[src/hw/cal_ctrl_pkg.sv]
// Constants and types shared by the converter calibration control block.
package cal_ctrl_pkg;

  // ------------------------------------------------------------------
  // Timing counts in sample clock cycles.
  // ------------------------------------------------------------------
  localparam int unsigned REQUEST_HOLD_CYCLES = 640;
  localparam int unsigned START_LAG_CYCLES = 640;
  localparam int unsigned SHORT_DELAY_CYCLES = 4096;
  localparam int unsigned LONG_DELAY_CYCLES = 65536;
  localparam int unsigned CAL_RUN_CYCLES = 1024;
  localparam int unsigned COUNT_WIDTH = 20;

  // ------------------------------------------------------------------
  // Full-scale spans in millivolts.
  // ------------------------------------------------------------------
  localparam logic [9:0] SPAN_HIGH_MV = 10'd870;
  localparam logic [9:0] SPAN_LOW_MV = 10'd650;
  localparam logic [9:0] SPAN_MIN_MV = 10'd560;
  localparam logic [9:0] SPAN_MAX_MV = 10'd840;

  // ------------------------------------------------------------------
  // Sequencer states, Gray coded in the order listed.
  // ------------------------------------------------------------------
  typedef enum logic [2:0] {
    ST_POWER_WAIT = 3'b000,
    ST_IDLE = 3'b001,
    ST_START_LAG = 3'b011,
    ST_CALIBRATE = 3'b010,
    ST_POWERED_DOWN = 3'b110
  } seq_state_type;

  // ------------------------------------------------------------------
  // Interrupt event bits.
  // ------------------------------------------------------------------
  localparam int unsigned EVENT_CAL_DONE = 0;
  localparam int unsigned EVENT_RANGE = 1;
  localparam int unsigned EVENT_WIDTH = 2;

  // ------------------------------------------------------------------
  // Register offsets.
  // ------------------------------------------------------------------
  localparam logic [3:0] ADDR_CONTROL = 4'h0;
  localparam logic [3:0] ADDR_SPAN = 4'h1;
  localparam logic [3:0] ADDR_STATUS = 4'h2;
  localparam logic [3:0] ADDR_EVENTS = 4'h3;
  localparam logic [3:0] ADDR_MASK = 4'h4;

  localparam int unsigned CTRL_EXTENDED_BIT = 0;
  localparam logic [9:0] SPAN_RESET_MV = 10'd700;

endpackage : cal_ctrl_pkg

[src/hw/request_qualifier.sv]
// Qualifies the calibrate request pin: long low then long high.
`timescale 1ns/1ps
module request_qualifier
  import cal_ctrl_pkg::*;
#(
  parameter int unsigned HOLD = REQUEST_HOLD_CYCLES
) (
  input wire logic i_clk_sys,
  input wire logic i_rstn,
  input wire logic i_request,
  input wire logic i_enable,
  output logic o_armed_high,
  output logic o_rise_ok
);

  typedef struct packed {
    logic [10:0] count;
    logic low_ok;
    logic armed_high;
    logic rise_ok;
    logic last;
  } qual_state_type;

  qual_state_type state;
  qual_state_type next_state;

  always_comb begin
    next_state = state;
    next_state.rise_ok = 1'b0;
    next_state.last = i_request;
    if (!i_enable) begin
      next_state = '0;
      next_state.last = i_request;
    end else if (i_request != state.last) begin
      // The sample that shows the new level is the first of its phase.
      next_state.count = 11'h001;
      if (i_request && state.low_ok) begin
        next_state.rise_ok = 1'b1;
      end
      next_state.low_ok = 1'b0;
      next_state.armed_high = 1'b0;
    end else begin
      if (state.count != 11'h7FF) begin
        next_state.count = state.count + 11'h001;
      end
      // A low phase that lasted long enough arms the rising edge.
      if (!i_request && (32'(state.count) + 32'd1 >= HOLD)) begin
        next_state.low_ok = 1'b1;
      end
      if (i_request && (32'(state.count) + 32'd1 >= HOLD)) begin
        next_state.armed_high = 1'b1;
      end
    end
  end

  always_ff @(posedge i_clk_sys) begin
    if (!i_rstn) begin
      state <= '0;
    end else begin
      state <= next_state;
    end
  end

  assign o_armed_high = state.armed_high;
  assign o_rise_ok = state.rise_ok;

endmodule : request_qualifier

[src/hw/cal_ctrl.sv]
// Calibration sequencer, range select and out-of-range flag for the converter.
`timescale 1ns/1ps
module cal_ctrl
  import cal_ctrl_pkg::*;
#(
  parameter int unsigned SHORT_DELAY = SHORT_DELAY_CYCLES,
  parameter int unsigned LONG_DELAY = LONG_DELAY_CYCLES,
  parameter int unsigned CAL_RUN = CAL_RUN_CYCLES
) (
  input wire logic i_clk_sys,
  input wire logic i_rstn,
  input wire logic i_request,
  input wire logic i_calibration_delay_select,
  input wire logic i_range_select,
  input wire logic i_power_down_pin,
  input wire logic i_clock_present,
  input wire logic i_over_range,
  input wire logic [3:0] i_addr,
  input wire logic [31:0] i_wdata,
  input wire logic i_wr,
  input wire logic i_rd,
  output logic [31:0] o_rdata,
  output logic o_calibration_active,
  output logic o_output_data_clock_en,
  output logic o_analog_power_down,
  output logic o_range_p,
  output logic o_range_n,
  output logic [9:0] o_span_mv,
  output logic o_irq
);

  // ------------------------------------------------------------------
  // State record.
  // ------------------------------------------------------------------
  typedef struct packed {
    logic [1:0] sync_req;
    logic [1:0] sync_dly;
    logic [1:0] sync_rng;
    logic [1:0] sync_pd;
    logic [1:0] sync_clk;
    logic [1:0] sync_or;
    seq_state_type seq;
    logic [COUNT_WIDTH-1:0] count;
    logic skip_por;
    logic pd_after;
    logic extended;
    logic [9:0] span_prog;
    logic [EVENT_WIDTH-1:0] events;
    logic [EVENT_WIDTH-1:0] mask;
    logic [31:0] rdata;
    logic cal_active;
    logic output_data_clock_en;
    logic analog_pd;
    logic range_p;
    logic range_n;
    logic [9:0] span;
    logic irq;
  } ctrl_state_type;

  ctrl_state_type state;
  ctrl_state_type next_state;
  logic armed_high;
  logic rise_ok;
  logic qual_enable;
  logic [COUNT_WIDTH-1:0] por_delay;
  logic [EVENT_WIDTH-1:0] new_events;
  logic [9:0] wr_span;

  // Request pin is ignored in the powered-down state or while the power-down pin is high.
  assign qual_enable = (state.seq != ST_POWERED_DOWN) && !state.sync_pd[1];

  request_qualifier #(
    .HOLD(REQUEST_HOLD_CYCLES)
  ) u_qual (
    .i_clk_sys(i_clk_sys),
    .i_rstn(i_rstn),
    .i_request(state.sync_req[1]),
    .i_enable(qual_enable),
    .o_armed_high(armed_high),
    .o_rise_ok(rise_ok)
  );

  // ------------------------------------------------------------------
  // Next-state logic.
  // ------------------------------------------------------------------
  always_comb begin
    next_state = state;
    new_events = '0;
    wr_span = i_wdata[9:0];
    next_state.sync_req = {state.sync_req[0], i_request};
    next_state.sync_dly = {state.sync_dly[0], i_calibration_delay_select};
    next_state.sync_rng = {state.sync_rng[0], i_range_select};
    next_state.sync_pd = {state.sync_pd[0], i_power_down_pin};
    next_state.sync_clk = {state.sync_clk[0], i_clock_present};
    next_state.sync_or = {state.sync_or[0], i_over_range};
    // The delay length follows the synchronised select only while extended mode is off.
    por_delay = (state.sync_dly[1] && !state.extended) ? COUNT_WIDTH'(LONG_DELAY)
                                                     : COUNT_WIDTH'(SHORT_DELAY);
    if (state.count != '0) begin
      next_state.count = state.count - COUNT_WIDTH'(1);
    end
    case (state.seq)
      ST_POWER_WAIT: begin
        // A request pin seen high while waiting cancels power-on calibration.
        if (state.sync_req[1]) begin
          next_state.skip_por = 1'b1;
        end
        // Delay counter is loaded only once the clock is present and power-down low,
        // so the delay length comes from a settled select input.
        if (!state.sync_clk[1] || state.sync_pd[1]) begin
          next_state.count = '0;
        end else if (state.count == COUNT_WIDTH'(1)) begin
          if (state.skip_por) begin
            next_state.seq = ST_IDLE;
          end else begin
            next_state.seq = ST_CALIBRATE;
            next_state.count = COUNT_WIDTH'(CAL_RUN);
          end
        end else if (state.count == '0) begin
          next_state.count = por_delay;
        end
      end
      ST_IDLE: begin
        if (state.sync_pd[1]) begin
          next_state.seq = ST_POWERED_DOWN;
        end else if (rise_ok) begin
          next_state.seq = ST_START_LAG;
          next_state.count = COUNT_WIDTH'(START_LAG_CYCLES - 1);
        end
      end
      ST_START_LAG: begin
        if (!state.sync_req[1] || state.sync_pd[1]) begin
          next_state.seq = ST_IDLE;
        end else if (state.count == '0 && armed_high) begin
          next_state.seq = ST_CALIBRATE;
          next_state.count = COUNT_WIDTH'(CAL_RUN);
        end
      end
      ST_CALIBRATE: begin
        if (state.sync_pd[1]) begin
          next_state.pd_after = 1'b1;
        end
        if (state.count == COUNT_WIDTH'(1)) begin
          new_events[EVENT_CAL_DONE] = 1'b1;
          next_state.seq = (state.pd_after || state.sync_pd[1]) ? ST_POWERED_DOWN
                                                               : ST_IDLE;
          next_state.pd_after = 1'b0;
        end
      end
      ST_POWERED_DOWN: begin
        if (!state.sync_pd[1]) begin
          next_state.seq = ST_IDLE;
        end
      end
      default: begin
        next_state.seq = ST_IDLE;
      end
    endcase
    // Calibration flag and data clock enable are both decoded from the next sequencer state.
    next_state.cal_active = (next_state.seq == ST_CALIBRATE);
    next_state.output_data_clock_en = (next_state.seq == ST_IDLE) || (next_state.seq == ST_START_LAG);
    next_state.analog_pd = (next_state.seq == ST_POWERED_DOWN)
                           || ((next_state.seq == ST_POWER_WAIT) && !state.sync_clk[1]);
    next_state.range_p = state.sync_or[1];
    next_state.range_n = !state.sync_or[1];
    if (state.sync_or[1] && !state.range_p) begin
      new_events[EVENT_RANGE] = 1'b1;
    end
    if (state.extended) begin
      next_state.span = state.span_prog;
    end else begin
      next_state.span = state.sync_rng[1] ? SPAN_HIGH_MV : SPAN_LOW_MV;
    end
    // Register writes; an event in the clear cycle survives.
    if (i_wr) begin
      case (i_addr)
        ADDR_CONTROL: next_state.extended = i_wdata[CTRL_EXTENDED_BIT];
        ADDR_SPAN: begin
          if (wr_span < SPAN_MIN_MV) begin
            next_state.span_prog = SPAN_MIN_MV;
          end else if (wr_span > SPAN_MAX_MV) begin
            next_state.span_prog = SPAN_MAX_MV;
          end else begin
            next_state.span_prog = wr_span;
          end
        end
        ADDR_EVENTS: next_state.events = state.events & ~i_wdata[EVENT_WIDTH-1:0];
        ADDR_MASK: next_state.mask = i_wdata[EVENT_WIDTH-1:0];
        default: begin
        end
      endcase
    end
    next_state.events = next_state.events | new_events;
    next_state.irq = |(next_state.events & next_state.mask);
    next_state.rdata = 32'h0000_0000;
    if (i_rd) begin
      case (i_addr)
        ADDR_CONTROL: next_state.rdata = {31'h0000_0000, state.extended};
        ADDR_SPAN: next_state.rdata = {22'h00_0000, state.span};
        ADDR_STATUS: next_state.rdata = {25'h000_0000, state.seq, state.range_p,
                                         state.output_data_clock_en, state.analog_pd, state.cal_active};
        ADDR_EVENTS: next_state.rdata = {30'h0000_0000, state.events};
        ADDR_MASK: next_state.rdata = {30'h0000_0000, state.mask};
        default: next_state.rdata = 32'h0000_0000;
      endcase
    end
  end

  // ------------------------------------------------------------------
  // State register; request level reaches sync_req[1] two cycles after reset.
  // ------------------------------------------------------------------
  always_ff @(posedge i_clk_sys) begin
    if (!i_rstn) begin
      state <= '0;
      state.seq <= ST_POWER_WAIT;
      state.span_prog <= SPAN_RESET_MV;
      state.span <= SPAN_LOW_MV;
      state.range_n <= 1'b1;
      state.analog_pd <= 1'b1;
      state.count <= '0;
    end else begin
      state <= next_state;
    end
  end

  assign o_rdata = state.rdata;
  assign o_calibration_active = state.cal_active;
  assign o_output_data_clock_en = state.output_data_clock_en;
  assign o_analog_power_down = state.analog_pd;
  assign o_range_p = state.range_p;
  assign o_range_n = state.range_n;
  assign o_span_mv = state.span;
  assign o_irq = state.irq;

  // ------------------------------------------------------------------
  // Assertions.
  // ------------------------------------------------------------------
  a_range_pair: assert property (@(posedge i_clk_sys) disable iff (!i_rstn)
    o_range_p != o_range_n) else $error("range pair not complementary");
  a_range_follow: assert property (@(posedge i_clk_sys) disable iff (!i_rstn)
    $rose(state.sync_or[1]) |=> o_range_p) else $error("range flag late");
  a_span_normal: assert property (@(posedge i_clk_sys) disable iff (!i_rstn)
    !state.extended && $past(!state.extended) && $past(state.sync_rng[1]) |->
    o_span_mv == SPAN_HIGH_MV || !$past(i_rstn)) else $error("span not high");
  a_span_bound: assert property (@(posedge i_clk_sys) disable iff (!i_rstn)
    state.span_prog >= SPAN_MIN_MV && state.span_prog <= SPAN_MAX_MV
    || state.span_prog == SPAN_RESET_MV) else $error("span out of bounds");
  a_cal_clock: assert property (@(posedge i_clk_sys) disable iff (!i_rstn)
    o_calibration_active |-> !o_output_data_clock_en) else $error("clock during cal");
  a_done_same: assert property (@(posedge i_clk_sys) disable iff (!i_rstn)
    $fell(o_calibration_active) && state.seq == ST_IDLE |-> o_output_data_clock_en)
    else $error("clock not restored");
  a_pd_defer: assert property (@(posedge i_clk_sys) disable iff (!i_rstn)
    state.seq == ST_CALIBRATE && state.count > COUNT_WIDTH'(2) |=>
    state.seq == ST_CALIBRATE) else $error("cal cut short");
  a_pd_ignore: assert property (@(posedge i_clk_sys) disable iff (!i_rstn)
    state.seq == ST_POWERED_DOWN |=> state.seq != ST_START_LAG &&
    state.seq != ST_CALIBRATE) else $error("request taken in power down");
  a_lag_len: assert property (@(posedge i_clk_sys) disable iff (!i_rstn)
    $rose(state.seq == ST_START_LAG) |=> state.seq != ST_CALIBRATE [*8])
    else $error("cal started early");
  a_cal_flag: assert property (@(posedge i_clk_sys) disable iff (!i_rstn)
    state.seq == ST_CALIBRATE && $past(state.seq == ST_CALIBRATE) |->
    o_calibration_active) else $error("cal flag low");

endmodule : cal_ctrl

[config.mk]
export PLATFORM = sky130hd
export DESIGN_NAME = cal_ctrl
export DESIGN_NICKNAME = d
export VERILOG_FILES = /design/src/hw/cal_ctrl_pkg.sv /design/src/hw/request_qualifier.sv /design/src/hw/cal_ctrl.sv
export SDC_FILE = /design/constraint.sdc
export NUM_CORES = 1
export LEC_CHECK = 0
export CAP_MARGIN = 10
export CORE_MARGIN = 2
export CORE_UTILIZATION = 39
export DETAILED_ROUTE_END_ITERATION = 10
export DONT_BUFFER_PORTS = 1
export SETUP_SLACK_MARGIN = 0.4
export SYNTH_ARGS = -nofsm -noshare
export SYNTH_HDL_FRONTEND = slang
export SYNTH_HIERARCHICAL = 1
export SYNTH_SLANG_ARGS = --single-unit
[constraint.sdc]
create_clock -name i_clk_sys -period 3.1 [get_ports i_clk_sys]
set_clock_uncertainty 0.15 [all_clocks]
set_input_delay 0.31 -clock i_clk_sys [delete_from_list [all_inputs] [get_ports i_clk_sys]]
set_output_delay 0.31 -clock i_clk_sys [all_outputs]
set_load 0.05 [all_outputs]
# Yosys cells after proc, flatten, opt, wreduce, memory -nomap -nowiden
# Index checks and enable logic that the tools add are counted.
# op_classes
muxes,38
bitwise,6
n_addsub,3
order_cmp,3
n_eq_ne,16
n_reduce_logical,35
# op_table
op,n
2-to-1 mux 20 bit,7
one-hot mux 20 bit (3 select lines),1
one-hot mux 10 bit (5 select lines),1
2-to-1 mux 23 bit,2
greater-or-equal comparator 32 x 10 -> 1 bit (second input constant),1
2-to-1 mux 10 bit,3
2-to-1 mux 3 bit,8
equality test 20 x 1 -> 1 bit (second input constant),1
logical NOT 20 bit,1
nonzero test 20 bit,1
subtractor 20 x 1 -> 20 bit (second input constant),1
2-to-1 mux 17 bit,1
one-hot mux 3 bit (5 select lines),1
adder 11 x 1 -> 12 bit (second input constant),1
equality test 3 x 2 -> 1 bit (second input constant),4
AND reduction 2 bit,6
adder 11 x 1 -> 11 bit (second input constant),1
inequality test 11 bit (second input constant),1
> comparator 10 bit (second input constant),1
less-than comparator 10 bit (second input constant),1
2-to-1 mux 1 bit,9
2-to-1 mux 9 bit,1
equality test 4 x 2 -> 1 bit (second input constant),2
logical AND 1 bit,8
other kinds (20),37
# totals
out_inout_bits,48
wordCells,129
register_bits,115
inputBits,46

# Depth between registers and ports, before layout
# depth
word_depth,8
mapped_depth,9
ltp_nobuf,8

# Hierarchy
# Netlist, hierarchy kept.
# by_module_without_submodules
mod,area_per_inst_um2,n_inst,seq_area_each_um2,cells_per_inst
cal_ctrl,3839.9,1,1561.5,428
request_qualifier,792.0,1,300.3,88

# Worst setup path after synthesis
# OpenSTA, ideal clock, no wires.
# synth_path
path_kind,flip-flop to flip-flop
startpoint,reg state[79] in the netlist's numbering
endpoint,reg state[65] in the netlist's numbering
setup_time_ps,120
slack_ps,832
t_arrival_ps,1998
stages_incl_launch_ff,10
required_time_ps,2830
synth_period_minus_slack_ps,2268
n_path_buf,2
path_cell_list,dfxtp_1 nor4_2 and3_1 buf_4 buf_2 nand3_1 ha_1 nand4b_1 a21oi_1 o31a_1
# synth_between
elab_chain_len,6
elab_cells_between_ends,14
classes_between,eq/ne (1); mux (10); reduce/logical (3)
# synth_rtl
item,line,text
"start, declared",cal_ctrl.sv:60,ctrl_state_type state;
"start signal, assigned",cal_ctrl.sv:222,state <= next_state;
nonzero test 20 bit,cal_ctrl.sv:99,if (state.count != '0) begin
2-to-1 mux 20 bit,cal_ctrl.sv:99,
2-to-1 mux 20 bit (on tied branches),"cal_ctrl.sv:119, cal_ctrl.sv:113",
2-to-1 mux 20 bit,cal_ctrl.sv:112,end else if (state.count == COUNT_WIDTH'(1)) begin
2-to-1 mux 20 bit,cal_ctrl.sv:110,if (!state.sync_clk[1] || state.sync_pd[1]) begin
one-hot mux 20 bit (3 select lines) (*),cal_ctrl.sv:102,case (state.seq)
# Mark *: on every way between the ends. The rest lies on a longest branch, timed or not.
# A chain may end at the register's enable or synchronous reset.

# Worst setup path in the final report
# layout_path
startpoint,reg state[65] in the netlist's numbering
endpoint,reg state[76] in the netlist's numbering
# layout_between
elab_chain_len,6
elab_cells_between_ends,15
classes_between,add/sub (1); eq/ne (1); mux (10); reduce/logical (3)
# layout_rtl
item,line
subtractor 20 x 1 -> 20 bit or nonzero test 20 bit (tied branches),"cal_ctrl.sv:100, cal_ctrl.sv:99"
2-to-1 mux 20 bit,cal_ctrl.sv:99
2-to-1 mux 20 bit (on tied branches),"cal_ctrl.sv:119, cal_ctrl.sv:113"
2-to-1 mux 20 bit,cal_ctrl.sv:112
2-to-1 mux 20 bit,cal_ctrl.sv:110
one-hot mux 20 bit (3 select lines) (*),cal_ctrl.sv:102
# Marked as above.

==> run summary <==
outcome: finished, violations left
violated checks: DRC
r2r startpoint: state[65]
starting DRC count in detailed routing: 288
maxcap violations: 0
Hold Fails Final Rpt: 0
Pwr Density: 490 mW/mm²
Req. time, crit path: 3.18 ns
largest family of logic cells by synthesized area: simple AND/OR/NAND/NOR gates
Die Width: 113 µm
Adder-Cell Fraction of Synth Area: 1.35%
setup_tns: 0 ns
cts bufs inserted: 9
Starting Density: 40.2%
GRT Overall Usage: 16.3%
DRT antenna net count: 0
Clock Sinks: 93
synthesis-to-finish area growth: 6.70%
dpl cells: 624
CORE AREA: 0.0115 mm²
Setup Viol. Count Final: 0
multiplexer share of the synthesized area: 1.51%
WP buf/inv: 1
Die ar.: 0.0128 mm²
Synth cell types: 74
non-filler cells, final: 654
relative slew slack: 29.6%
P_leak: 1.83 nW
fmax: 408 MHz
EDFF count, synth: 0
Async SR Flop Fraction: 0%
Final Util: 42.9%
# DRC: 12
Compound-Gate Fraction of Synth Area: 16.9%
unrepaired setup endpoints after global routing: false
final net count: 557
Placer Congestion: 0.839
Seq/Total Area, Yosys: 40.2%
vias in the first global route: 3,459
global route total overflow: 0
worst setup path start: state[65]
yosys warns: 6
Synth Register Bits: 93
IO buf count: 0
final worst path period need: 2.45 ns
Worst path slowest cell: o41a_1
post-route clock period utilization: 79.1%
worst r2r dst: state[76]
crit path to: state[76]
average instance area after synthesis: 8.98 µm²
CTS tree: yes
peak supply drop: 313 µV
Max FO, Critical Path: 7
H-tree Lvls: 3
Root Driver: clkbuf_16
min-delay worst type: input pin to register
Worst-Skew Late Latency: 0.35 ns
synthesized area: 0.00463 mm²
WL per Instance: 15.1 µm
Critical Path Source Type: register
Bufs on Longest Clock Path: 2
commonest non-fill, non-tap cell in the layout: dfxtp_1
Top FF cell, synth: dfxtp_1
Setup CP Type: register to register
antenna violations before repair: 0
total number of vias: 3,585
Ports: 94
max-slew violations: 0
PostCTS Resize Cnt: 0
Die H: 113 µm
Cell Rows: 39
routed vias/inst: 5.48
instance count on the critical path: 7
Cell Chain, Critical Path: inv_1, ha_1, nor3b_1, nand2_1, o41a_1, a21oi_2, nor3_1
Post-Route WL: 9900 µm
Worst R2R Setup Slack: 0.65 ns
CP arrival: 2.53 ns
Post-Syn Instances: 516
post-synthesis simple-gate area fraction: 26.4%
worst reg-to-reg path cell count: 7
slowest stage delay, CP: 0.46 ns
CP top delay family: simple AND/OR/NAND/NOR gates
largest net degree at the start of global routing: 34
Diodes inserted: 0
Clock Pin Slew Worst Setup and Hold Paths: 0.07 ns
most frequent cells in the layout: dfxtp_1 (93), nor2_1 (35), nand2_1 (34), a21oi_1 (31)
first-pass GRT wire length: 16,800 µm
Post-Synth XOR/XNOR Area: 3.78%
crit end category: register
Slew @ Worst Pin: 1.05 ns
HPWL after DPL: 6900 µm
share of cells above drive strength 1: 8.81%
Initial DRT Pass Iterations: 8
[area by class of cell]
type	count	area, µm²
well taps	143	179
flip-flops and latches	93	1860
repair buffers	20	185
clock inverters	7	46.3
clock buffers	9	225
fillers	1122	6570
inverters	14	52.6
multi-input cells	368	2390
[flip-flops by register name, summed over array words and instances (netlist names)]
signal and cells:
next_state 7, o_analog_power_down 1, o_calibration_active 1, o_irq 1
o_output_data_clock_en 1, o_range_n 1, o_range_p 1, o_rdata 10
o_span_mv 10, state 45, u_qual/o_armed_high 1, u_qual/o_rise_ok 1
u_qual/state 13
[how the worst min path moves through the flow]
| stage | from | to | slack, ns | depth (start not counted) |
|---|---|---|---|---|
| 2_1_floorplan | next_state[12] | o_range_n | 0.24 | 1 |
| 3_3_place_gp | i_rstn | o_span_mv[3] | 0.24 | 1 |
| 3_5_place_dp | i_rstn | o_span_mv[7] | 0.24 | 1 |
| 4_1_cts | i_wdata[0] | state[48] | 0.009 | 2 |
| 5_1_grt | i_wdata[5] | state[57] | 0.02 | 2 |
| 6_report | i_wdata[4] | state[56] | 0.02 | 2 |
[report_power, final]
group	switching (mW)	internal [mW]
Sequential	0.0318	1.21
Clock	0.470	0.546
Combinational	0.112	0.0476
Total	0.613	1.81
[cells in the mapped netlist (4+ instances only)]
library cell  count  area (µm²)
nor3b_1           4        30.0
and3_1            8        50.1
or3_1             7        43.8
a21oi_1          31         155
o211ai_1          7        52.6
nand3_1          10        50.1
inv_1            13        48.8
and4_1            4        35.0
xnor2_1          15         131
o31ai_1           5        37.5
nor4_1            6        37.5
o21ai_0          17        85.1
nand3b_1          4        30.0
nor3_1           20         100
nand4_1           7        43.8
nor2_1           35         131
clkbuf_1         13        48.8
o31a_1            4        35.0
nor2b_1           5        31.3
xor2_1            5        43.8
a31oi_1           5        31.3
mux2i_1           7        70.1
buf_2             5        25.0
dfxtp_1          93        1860
and2_1           22         138
a211oi_1          9        67.6
buf_4            44         330
ha_1              5        62.6
nand2_1          34         128
a22oi_1           5        37.5
[layer usage]
| layer | GRT usage, % | up-vias | share of wire (%) |
|---|---|---|---|
| met5 | 0 | - | 0 |
| met4 | 5.85 | 0 | 1.3 |
| met3 | 5.68 | 14 | 7.4 |
| met2 | 26.5 | 120 | 46 |
| met1 | 20.0 | 1660 | 45 |
| li1 | - | 1791 | - |
[logic make-up (layout without fill, tap and decap cells)]
logic type / count (synthesis) / count (layout)
DFF: 93 / 93
xor gates and xnor gates: 20 / 20
buffers and inverters: 76 / 50
muxes: 7 / 7
adders and majority gates: 5 / 5
other: 1 / 22
AOI/OAI and AO/OA: 113 / 113
and+or+nand+nor: 201 / 201
[through the flow]
step / instance area (µm²) / hold WS, ns / total power, mW / worst slack, ns
2_1_floorplan: 4710 / 0.236 / 1.42 / 0.832
3_3_place_gp: 4530 / 0.239 / 1.41 / 0.707
3_5_place_dp: 4530 / 0.240 / 1.41 / 0.670
4_1_cts: 4940 / 0.00925 / 2.45 / 0.656
5_1_grt: 4940 / 0.0176 / 2.53 / 0.413
6_report: 4940 / 0.0212 / 2.42 / 0.648
[timing repair]
action,4_1_cts,5_1_grt
endpoints found under the hold margin,38,0
buffers inserted,0,0
setup endpoints to repair,0,0
hold buffers,14,0
Power figures use the tool's default switching activity.
